File: src/inc/dual_timer_pkg.sv
// constants, register map and carrier types for the dual 16-bit timer block
package dual_timer_pkg;
   // register byte offsets
   localparam logic [7:0] OFS_CONFIG   = 8'h00;
   localparam logic [7:0] OFS_LOW_MODE = 8'h04;
   localparam logic [7:0] OFS_HIGH_MODE= 8'h08;
   localparam logic [7:0] OFS_CONTROL  = 8'h0C;
   localparam logic [7:0] OFS_MASK     = 8'h18;
   localparam logic [7:0] OFS_RAW      = 8'h1C;
   localparam logic [7:0] OFS_MASKED   = 8'h20;
   localparam logic [7:0] OFS_CLEAR    = 8'h24;
   localparam logic [7:0] OFS_LOW_LOAD = 8'h28;
   localparam logic [7:0] OFS_HIGH_LOAD= 8'h2C;
   localparam logic [7:0] OFS_LOW_MATCH= 8'h30;
   localparam logic [7:0] OFS_LOW_PRE  = 8'h38;
   localparam logic [7:0] OFS_HIGH_PRE = 8'h3C;
   localparam logic [7:0] OFS_LOW_VAL  = 8'h48;
   localparam logic [7:0] OFS_HIGH_VAL = 8'h4C;
   // configuration codes
   localparam logic [2:0] CFG_32_TIMER = 3'h0;
   localparam logic [2:0] CFG_32_RTC   = 3'h1;
   localparam logic [2:0] CFG_16_SPLIT = 3'h4;
   // mode field codes for both counter halves
   localparam logic [1:0] MODE_ONESHOT = 2'h1;
   localparam logic [1:0] MODE_PERIODIC= 2'h2;
   // control bit positions
   localparam int CTL_LOW_EN    = 0;
   localparam int CTL_LOW_STALL = 1;
   localparam int CTL_RTC_EN    = 4;
   localparam int CTL_LOW_OTE   = 5;
   localparam int CTL_HIGH_EN   = 8;
   localparam int CTL_HIGH_STALL= 9;
   localparam int CTL_HIGH_OTE  = 13;
   // status bit positions
   localparam int ST_LOW_TO  = 0;
   localparam int ST_RTC     = 3;
   localparam int ST_HIGH_TO = 8;
   // reset values
   localparam logic [15:0] RST_COUNT  = 16'hFFFF;
   localparam logic [7:0]  RST_PRE    = 8'h00;
   localparam logic [31:0] RTC_FIRST  = 32'h00000001;
   localparam logic [31:0] ZERO32     = 32'h00000000;
   // rtc divider: 32768 input edges per second
   localparam int RTC_IN_HZ  = 32768;
   localparam int RTC_OUT_HZ = 1;
   localparam int RTC_DIV    = RTC_IN_HZ / RTC_OUT_HZ;
   localparam logic [14:0] RTC_DIV_LAST = 15'(RTC_DIV - 1);

   // register bus request
   typedef struct packed {
      logic [7:0]  addr;
      logic [31:0] wdata;
      logic        wr;
      logic        rd;
   } bus_req_t;

   // whole block state
   typedef struct packed {
      logic [2:0]  cfg;
      logic [1:0]  lo_mode;
      logic [1:0]  hi_mode;
      logic [13:0] ctl;
      logic [8:0]  imask;
      logic [8:0]  raw;
      logic [15:0] lo_load;
      logic [15:0] hi_load;
      logic [15:0] lo_match;
      logic [7:0]  lo_pre;
      logic [7:0]  hi_pre;
      logic [15:0] lo_cnt;
      logic [15:0] hi_cnt;
      logic [14:0] rtc_div;
      logic        rtc_seen;
      logic        ccp_prev;
      logic        trig;
      logic [31:0] rdata;
   } timer_state_t;
endpackage

File: src/verilog/dual_timer.sv
// dual 16-bit timer joined as 32-bit one-shot/periodic timer or 32-bit rtc
`timescale 1ns/10ps
//////////////////////////////////////////////////////////////////////////////
module dual_timer
   import dual_timer_pkg::*;
(
   // clock and reset
   input  wire logic        mclk,
   input  wire logic        rst,
   // register port
   input  wire logic [7:0]  addr,
   input  wire logic [31:0] wdata,
   input  wire logic        wr_stb,
   input  wire logic        rd_stb,
   output logic      [31:0] rdata,
   // capture pins and stall request
   input  wire logic        ccp_even,
   input  wire logic        ccp_odd,
   input  wire logic        stall_req,
   // outputs
   output logic             adc_trigger,
   output logic             irq
);
   timer_state_t s_r;
   timer_state_t s_nxt;
   bus_req_t     req;
   logic         mode32;
   logic         rtc_mode;
   logic [31:0]  cnt32;
   logic [31:0]  load32;
   logic [31:0]  match32;
   logic         lo_run;
   logic         hi_run;
   logic         lo_zero;
   logic         hi_zero;
   logic         z32;
   logic         rtc_tick;
   logic         rtc_hit;
   logic         lo_frz;
   logic         hi_frz;
   logic         ccp_rise;
   logic [8:0]  masked;
   logic [8:0]  set_ev;

   assign req = '{addr: addr, wdata: wdata, wr: wr_stb, rd: rd_stb};
   //////////////////////////////////////////////////////////////////////////
   // decode of mode and counter conditions
   // mode selection
   assign mode32   = (s_r.cfg == CFG_32_TIMER) || (s_r.cfg == CFG_32_RTC);
   assign rtc_mode = (s_r.cfg == CFG_32_RTC);
   assign cnt32    = {s_r.hi_cnt, s_r.lo_cnt};
   assign load32   = {s_r.hi_load, s_r.lo_load};
   assign match32  = {16'h0000, s_r.lo_match};
   assign lo_run   = s_r.ctl[CTL_LOW_EN];
   assign hi_run   = s_r.ctl[CTL_HIGH_EN];
   assign z32      = (cnt32 == ZERO32);
   assign lo_zero  = (s_r.lo_cnt == 16'h0000);
   assign hi_zero  = (s_r.hi_cnt == 16'h0000);
   // stall freezes unless rtc enabled; rtc overrides stall
   assign lo_frz = stall_req && s_r.ctl[CTL_LOW_STALL] && !s_r.ctl[CTL_RTC_EN];
   assign hi_frz = stall_req && s_r.ctl[CTL_HIGH_STALL] && !s_r.ctl[CTL_RTC_EN];
   // even pin feeds the rtc; odd pin is reserved for 16-bit capture modes
   assign ccp_rise = ccp_even && !s_r.ccp_prev;
   // 1 Hz tick after 32768 input rises
   assign rtc_tick = rtc_mode && lo_run && ccp_rise && (s_r.rtc_div == RTC_DIV_LAST);
   assign rtc_hit  = rtc_tick && (cnt32 == match32);
   assign masked   = s_r.raw & s_r.imask;

   //////////////////////////////////////////////////////////////////////////
   // next-state logic
   always_comb begin
      s_nxt      = s_r;
      s_nxt.trig = 1'b0;
      s_nxt.ccp_prev = ccp_even;
      set_ev     = 9'h000;
      s_nxt.rdata = 32'h00000000;
      // register writes
      if (req.wr) begin
         case (req.addr)
            OFS_CONFIG: begin
               s_nxt.cfg = req.wdata[2:0];
            end
            OFS_LOW_MODE: begin
               s_nxt.lo_mode = req.wdata[1:0];
            end
            OFS_HIGH_MODE: begin
               s_nxt.hi_mode = req.wdata[1:0];
            end
            OFS_CONTROL: begin
               s_nxt.ctl = req.wdata[13:0];
            end
            OFS_MASK: begin
               s_nxt.imask = req.wdata[8:0];
            end
            OFS_LOW_LOAD: begin
               s_nxt.lo_load = req.wdata[15:0];
               // joined write fills the high load
               if (mode32) begin
                  s_nxt.hi_load = req.wdata[31:16];
               end
            end
            OFS_HIGH_LOAD: begin
               s_nxt.hi_load = req.wdata[15:0];
            end
            OFS_LOW_MATCH: begin
               s_nxt.lo_match = req.wdata[15:0];
            end
            OFS_LOW_PRE: begin
               s_nxt.lo_pre = req.wdata[7:0];
            end
            OFS_HIGH_PRE: begin
               s_nxt.hi_pre = req.wdata[7:0];
            end
            default: begin
            end
         endcase
      end
      // rtc divider runs only in rtc mode while the low enable is set
      if (rtc_mode && lo_run && ccp_rise) begin
         s_nxt.rtc_div = (s_r.rtc_div == RTC_DIV_LAST) ? 15'h0000 : s_r.rtc_div + 15'h0001;
      end
      if (rtc_mode) begin
         // first entry into rtc loads one
         if (!s_r.rtc_seen) begin
            s_nxt.rtc_seen = 1'b1;
            {s_nxt.hi_cnt, s_nxt.lo_cnt} = RTC_FIRST;
         // match rolls to zero and flags
         end else if (rtc_hit) begin
            {s_nxt.hi_cnt, s_nxt.lo_cnt} = ZERO32;
            set_ev[ST_RTC] = 1'b1;
         end else if (rtc_tick) begin
            {s_nxt.hi_cnt, s_nxt.lo_cnt} = cnt32 + 32'h00000001;
         end
      end else if (mode32) begin
         // new load taken next cycle while running
         if (req.wr && req.addr == OFS_LOW_LOAD && lo_run) begin
            {s_nxt.hi_cnt, s_nxt.lo_cnt} = req.wdata;
         // reload after zero, count down otherwise
         end else if (lo_run && !lo_frz) begin
            if (z32) begin
               {s_nxt.hi_cnt, s_nxt.lo_cnt} = load32;
            end else begin
               {s_nxt.hi_cnt, s_nxt.lo_cnt} = cnt32 - 32'h00000001;
               if (cnt32 == 32'h00000001) begin
                  set_ev[ST_LOW_TO] = 1'b1;
                  s_nxt.trig = s_r.ctl[CTL_LOW_OTE];
                  // one-shot clears enable; only low mode field decides
                  if (s_r.lo_mode == MODE_ONESHOT) begin
                     s_nxt.ctl[CTL_LOW_EN] = 1'b0;
                  end
               end
            end
         end
      end else begin
         // split mode: two independent 16-bit down counters
         if (req.wr && req.addr == OFS_LOW_LOAD && lo_run) begin
            s_nxt.lo_cnt = req.wdata[15:0];
         end else if (lo_run && !lo_frz) begin
            s_nxt.lo_cnt = lo_zero ? s_r.lo_load : s_r.lo_cnt - 16'h0001;
            if (s_r.lo_cnt == 16'h0001) begin
               set_ev[ST_LOW_TO] = 1'b1;
               s_nxt.trig = s_r.ctl[CTL_LOW_OTE];
               if (s_r.lo_mode == MODE_ONESHOT) begin
                  s_nxt.ctl[CTL_LOW_EN] = 1'b0;
               end
            end
         end
         if (req.wr && req.addr == OFS_HIGH_LOAD && hi_run) begin
            s_nxt.hi_cnt = req.wdata[15:0];
         end else if (hi_run && !hi_frz) begin
            s_nxt.hi_cnt = hi_zero ? s_r.hi_load : s_r.hi_cnt - 16'h0001;
            if (s_r.hi_cnt == 16'h0001) begin
               set_ev[ST_HIGH_TO] = 1'b1;
               s_nxt.trig = s_nxt.trig | s_r.ctl[CTL_HIGH_OTE];
               if (s_r.hi_mode == MODE_ONESHOT) begin
                  s_nxt.ctl[CTL_HIGH_EN] = 1'b0;
               end
            end
         end
      end
      // leaving rtc mode lets the next entry load one again
      if (!rtc_mode) begin
         s_nxt.rtc_seen = 1'b0;
      end
      // clear by write, set wins over clear; rtc clear bit
      if (req.wr && req.addr == OFS_CLEAR) begin
         s_nxt.raw = s_r.raw & ~req.wdata[8:0];
      end
      s_nxt.raw = s_nxt.raw | set_ev;
      // reads answer one cycle later; unmapped reads give zero
      if (req.rd) begin
         case (req.addr)
            OFS_CONFIG:    s_nxt.rdata = {29'h0, s_r.cfg};
            OFS_LOW_MODE:  s_nxt.rdata = {30'h0, s_r.lo_mode};
            OFS_HIGH_MODE: s_nxt.rdata = {30'h0, s_r.hi_mode};
            OFS_CONTROL:   s_nxt.rdata = {18'h0, s_r.ctl};
            OFS_MASK:      s_nxt.rdata = {23'h0, s_r.imask};
            OFS_RAW:       s_nxt.rdata = {23'h0, s_r.raw};
            OFS_MASKED:    s_nxt.rdata = {23'h0, masked};
            OFS_LOW_LOAD:  s_nxt.rdata = mode32 ? load32 : {16'h0, s_r.lo_load};
            OFS_HIGH_LOAD: s_nxt.rdata = {16'h0, s_r.hi_load};
            OFS_LOW_MATCH: s_nxt.rdata = {16'h0, s_r.lo_match};
            OFS_LOW_PRE:   s_nxt.rdata = {24'h0, s_r.lo_pre};
            OFS_HIGH_PRE:  s_nxt.rdata = {24'h0, s_r.hi_pre};
            OFS_LOW_VAL:   s_nxt.rdata = mode32 ? cnt32 : {16'h0, s_r.lo_cnt};
            OFS_HIGH_VAL:  s_nxt.rdata = {16'h0, s_r.hi_cnt};
            default:       s_nxt.rdata = 32'h00000000;
         endcase
      end
   end

   //////////////////////////////////////////////////////////////////////////
   // state register
   always_ff @(posedge mclk) begin
      if (rst) begin
         // idle with defaults; counters and loads FFFF, prescale 00
         s_r         <= '0;
         s_r.lo_load <= RST_COUNT;
         s_r.hi_load <= RST_COUNT;
         s_r.lo_cnt  <= RST_COUNT;
         s_r.hi_cnt  <= RST_COUNT;
         s_r.lo_pre  <= RST_PRE;
         s_r.hi_pre  <= RST_PRE;
      end else begin
         s_r <= s_nxt;
      end
   end

   // outputs; trigger is ORed with other blocks outside
   assign rdata       = s_r.rdata;
   assign adc_trigger = s_r.trig;
   // interrupt from any masked flag; includes rtc
   assign irq         = |masked;
endmodule

File: config.mk
export PLATFORM = sky130hd
export DESIGN_NAME = dual_timer
export DESIGN_NICKNAME = d
export VERILOG_FILES = /design/src/inc/dual_timer_pkg.sv /design/src/verilog/dual_timer.sv
export SDC_FILE = /design/constraint.sdc
export NUM_CORES = 1
export LEC_CHECK = 0
export ABC_AREA = 0
export BUFFER_PORTS_ARGS = -buffer_cell sky130_fd_sc_hd__buf_4
export CORE_ASPECT_RATIO = 0.7
export CORE_MARGIN = 2
export CORE_UTILIZATION = 59
export CTS_BUF_LIST = sky130_fd_sc_hd__clkbuf_16
export CTS_CLUSTER_DIAMETER = 200
export DETAILED_ROUTE_END_ITERATION = 7
export PLACE_DENSITY_LB_ADDON = 0.3
export SLEW_MARGIN = 25
export SYNTH_ARGS = -nofsm -noshare
export SYNTH_HDL_FRONTEND = slang
export SYNTH_SLANG_ARGS = --single-unit
export TNS_END_PERCENT = 50
File: constraint.sdc
create_clock -name mclk -period 2.8 [get_ports mclk]
set_input_delay 0.56 -clock mclk [delete_from_list [all_inputs] [get_ports mclk]]
set_output_delay 0.56 -clock mclk [all_outputs]
set_load 0.02 [all_outputs]
==> flow_summary.ini <==
[worst_hold_path]
worst_hold_path.endpoint = s_r[33]
worst_hold_startpoint = ccp_even
min-delay-path-class = in2reg
hold_depth = 2

[synthesis]
postSynth.topFlopCell = sky130_fd_sc_hd__dfxtp_1
seq_area_frac_synth = 0.336
yosys.area_share.xor_xnor = 0.0493
post_synth_mux_area_share = 0.0245
synth_nets = 1493
postSynthRegisterBits = 185
synth_enable_flop_cells = 0
synth_compound_gate_area_share = 0.239
synth_adder_area_share = 0.00794
synth-warning-count = 0
synth_top_family_by_area = simple AND/OR/NAND/NOR gates
synthCells = 1439
avgSynthCellArea_um2 = 7.66
share_of_synthesized_registers_carrying_an_async_set_or_reset = 0
basic_gate_share_of_the_synthesized_area_counting_and_or_nand_and_nor_cells = 0.267
yosysUniqueCellTypes = 78
syn-cell-area_mm2 = 0.0110

[placed_design]
port-buffer-count = 79
place_congestion = 1.07
dp.final_hpwl_mm = 32.3
place_worst_setup_slack_ns = 0.0268

[final_layout]
antenna_cells = 0
finish.net_count = 1552
final_layout_size_suffix_gt1_frac = 0.171
layout-area-overhead-vs-synth_pct = 15.3

[run]
cap_viol_max_count = 0

[worst_setup_path]
critical-path-slowest-cell = sky130_fd_sc_hd__nor2_2
max_stage_delay_ns = 0.44
reg2reg_from = s_r[183]
crit_arrival_ns = 3.02
end_kind = flop
combined_buffer_and_inverter_count_along_the_critical_path = 1
crit_required_ns = 3.08
cell_family_with_most_cp_delay = simple AND/OR/NAND/NOR gates
timing.reg2reg.setup_slack_ns = 0.07
timing.critical_path.cells = nor2_1, nand2_1, nor2_2, a32o_1, buf_4, o31ai_1, a221oi_1, o221ai_1
timing.critical_path.fanout_max = 12
timing.reg2reg.worst_path_depth = 8
critical_path_class = reg2reg
worst_r2r_endpoint = cnt32[21]
start_kind = flop

[power]
portion_of_total_power_attributed_to_combinational_logic = 0.058
power.share.switching = 0.278
p_int_mw = 3.96
share_seq_of_total_power = 0.481
static-leakage-power_nw = 4.78
power_density_mw_per_mm2 = 432
pwr-share-clk = 0.462
power_switching_mw = 1.53
vdd_ir_drop_max_mv = 0.355

[routing]
final_routed_wirelength_mm = 44.9
wire_length_per_cell_after_detailed_routing_um = 25.7
detailedRoute.firstIterationViolations = 2489
count_of_antenna_violating_nets_left_after_detailed_routing = 0
drc = 0
detailedRoute.firstPassIterationCount = 8
viasPerCell = 7.11
detailroute.via_count = 12414

[floorplan]
die_w_um = 167
floorplan.die_area_mm2 = 0.0198
std_cell_rows = 41
design.core.area_mm2 = 0.0182
ioPinCount = 81
die_h_um = 118
start_util = 0.607

[grt]
grt_pass1_wl_mm = 66.9
grt.met3_usage = 0.207
use_met1 = 0.630
number_of_antenna_violations_at_the_first_check_in_global_routing = 0
grt_util_all_layers = 0.442
global_routing_usage_on_met2 = 0.576
overflow = 0
grt_max_degree = 54
first_global_vias = 11109
gr-max-usage-layer = met1

[clock_network]
clock-sinks = 185
clock_insertion_delay_worst_skew_ns = 0.45
h_tree_lvl_count = 4
holdBufCountCts = 0
cts_root_buf = sky130_fd_sc_hd__clkbuf_16
cts-root-to-sink-buffers = 2
cts_buf_count = 17
tritoncts = done
cts.reportedPaths.clkPinSlew_ns = 0.08

[sta]
worst_clock_skew_ns = 0.0164
layout_worst_path_cycle_share = 0.977
relSlewSlack = 0.454
period_needed_ns = 2.73
unrepaired_setup_endpoints_after_global_routing = no
worstMarginPinSlew_ns = 0.818
timing.setup.tns_ns = 0
final_critical_path_setup_slack_ns = 0.0651
final-hold-violation-count = 0
max_freq_mhz = 366
final-max-slew-violation-count = 0
finalSetupViolations = 0

[outcome]
status = completed
==> synth_stat cells (6+ instances only) <==
cell type	instances	share of area
sky130_fd_sc_hd__dfxtp_1	185	0.34
sky130_fd_sc_hd__nor4_2	6	0.0068
sky130_fd_sc_hd__a22oi_1	33	0.022
sky130_fd_sc_hd__a221o_1	8	0.0073
sky130_fd_sc_hd__o21ai_0	60	0.027
sky130_fd_sc_hd__o211ai_1	15	0.010
sky130_fd_sc_hd__mux2i_1	27	0.025
sky130_fd_sc_hd__a211oi_1	9	0.0061
sky130_fd_sc_hd__a21oi_1	123	0.056
sky130_fd_sc_hd__nand2b_1	7	0.0040
sky130_fd_sc_hd__nor3_1	38	0.017
sky130_fd_sc_hd__or3_1	7	0.0040
sky130_fd_sc_hd__a221oi_1	19	0.015
sky130_fd_sc_hd__a222oi_1	19	0.017
sky130_fd_sc_hd__xnor2_1	27	0.021
sky130_fd_sc_hd__buf_2	22	0.010
sky130_fd_sc_hd__a31oi_1	23	0.013
sky130_fd_sc_hd__buf_4	41	0.028
sky130_fd_sc_hd__ha_1	7	0.0079
sky130_fd_sc_hd__nand2_1	201	0.068
sky130_fd_sc_hd__a22o_1	6	0.0048
sky130_fd_sc_hd__buf_1	12	0.0041
sky130_fd_sc_hd__nand3b_1	23	0.016
sky130_fd_sc_hd__xor2_1	35	0.028
sky130_fd_sc_hd__inv_1	14	0.0048
sky130_fd_sc_hd__nor2_1	119	0.041
sky130_fd_sc_hd__o21ai_1	7	0.0032
sky130_fd_sc_hd__nand4_1	20	0.011
sky130_fd_sc_hd__and4_1	8	0.0064
sky130_fd_sc_hd__nand3_1	93	0.042
sky130_fd_sc_hd__a21o_1	14	0.0095
sky130_fd_sc_hd__nor3b_1	9	0.0061
sky130_fd_sc_hd__clkbuf_1	79	0.027
sky130_fd_sc_hd__a211o_1	19	0.015
sky130_fd_sc_hd__nor4_1	18	0.010
sky130_fd_sc_hd__and3_1	9	0.0051
==> logic make-up after synthesis <==
logic type | count (synthesis)
flops | 185
simple gates | 593
mux | 27
compound gates | 394
buf+inv | 171
fa+ha+maj | 7
xor+xnor | 62
==> worst reg2reg max path: cells and delay by family (launching register included) <==
| family | cells | cell delay, ns |
|---|---|---|
| DFF | 1 | 0.39 |
| buffers and inverters | 1 | 0.22 |
| AOI/OAI and AO/OA | 4 | 0.88 |
| and+or+nand+nor | 3 | 1.08 |
==> cells in the final DEF, fill, tap and decap left out, drive strengths merged, types with 9 or more instances in the layout <==
| cell | netlist | layout |
|---|---|---|
| buf | 77 | 197 |
| a211oi | 9 | 9 |
| nor3b | 11 | 11 |
| nand4 | 20 | 20 |
| inv | 14 | 21 |
| a222oi | 19 | 19 |
| a21oi | 123 | 123 |
| o211ai | 16 | 16 |
| mux2i | 27 | 27 |
| a21o | 14 | 14 |
| clkbuf | 80 | 17 |
| a211o | 19 | 19 |
| nand2 | 201 | 201 |
| and3 | 9 | 9 |
| xor2 | 35 | 35 |
| nor4 | 24 | 24 |
| a31oi | 23 | 23 |
| o21ai | 67 | 67 |
| xnor2 | 27 | 27 |
| dfxtp | 185 | 185 |
| a22oi | 33 | 33 |
| nor2 | 121 | 121 |
| nor3 | 39 | 39 |
| nand3 | 94 | 94 |
| nand3b | 24 | 24 |
| a221oi | 20 | 20 |
==> final cells by class <==
class | instances | area, um2
multi-input cells | 1083 | 6510
fillers | 1501 | 5450
flip-flops and latches | 185 | 3700
repair buffers | 197 | 1530
clock buffers | 17 | 425
well taps | 236 | 295
clock inverters | 15 | 191
inverters | 14 | 52.6
==> what timing repair did <==
item	CTS	global route
setup endpoints to repair	0	13
resized for setup	0	4
endpoints found under the hold margin	0	0
buffers inserted	0	0
==> worst max-delay path by stage <==
stage	depth (start not counted)	slack (ns)	from	endpoint
2_1_floorplan	11	0.23	cnt32[16]	cnt32[5]
3_3_place_gp	8	0.09	addr[4]	cnt32[21]
3_5_place_dp	8	0.03	addr[4]	cnt32[21]
4_1_cts	8	0.13	cnt32[4]	cnt32[14]
5_1_grt	7	0.03	cnt32[18]	lo_run
6_report	8	0.07	s_r[183]	cnt32[21]
==> metrics by stage <==
stage               instances  total power [mW]  area (um2)  hold WS, ns   util
CTS                      1747              5.45       12700        0.370  0.699
detailed placement       1715              3.00       12100        0.447  0.665
floorplan                1439              2.84       11000        0.436      -
global route             1747              5.59       12700        0.407  0.700
finish                   1747              5.49       12700        0.381  0.700
global placement         1715              2.99       12100        0.441  0.665
==> registers in the layout, summed over array words and instances (netlist names) <==
| register | flops |
|---|---|
| match32 | 16 |
| adc_trigger | 1 |
| cnt32 | 32 |
| s_r | 70 |
| hi_run | 1 |
| lo_run | 1 |
| rdata | 32 |
| load32 | 32 |
==> power groups by stage <==
| stage | clock network (mW) | logic (mW) | registers [mW] |
|---|---|---|---|
| 4_1_cts | 2.52 | 0.296 | 2.64 |
| 6_report | 2.54 | 0.317 | 2.64 |
| 3_3_place_gp | 0 | 0.291 | 2.70 |
| 2_1_floorplan | 0 | 0.146 | 2.70 |
| 5_1_grt | 2.62 | 0.323 | 2.64 |
| 3_5_place_dp | 0 | 0.294 | 2.70 |
==> per-layer routing <==
| metal | vias to the layer above | wire length [um] | share of wire |
|---|---|---|---|
| met1 | 5736 | 17600 | 0.39 |
| met2 | 1161 | 16700 | 0.37 |
| met5 | - | 0 | 0 |
| met4 | 0 | 1730 | 0.038 |
| met3 | 167 | 8830 | 0.20 |
| li1 | 5350 | - | - |
No activity file was read; power rests on OpenSTA's default activity.
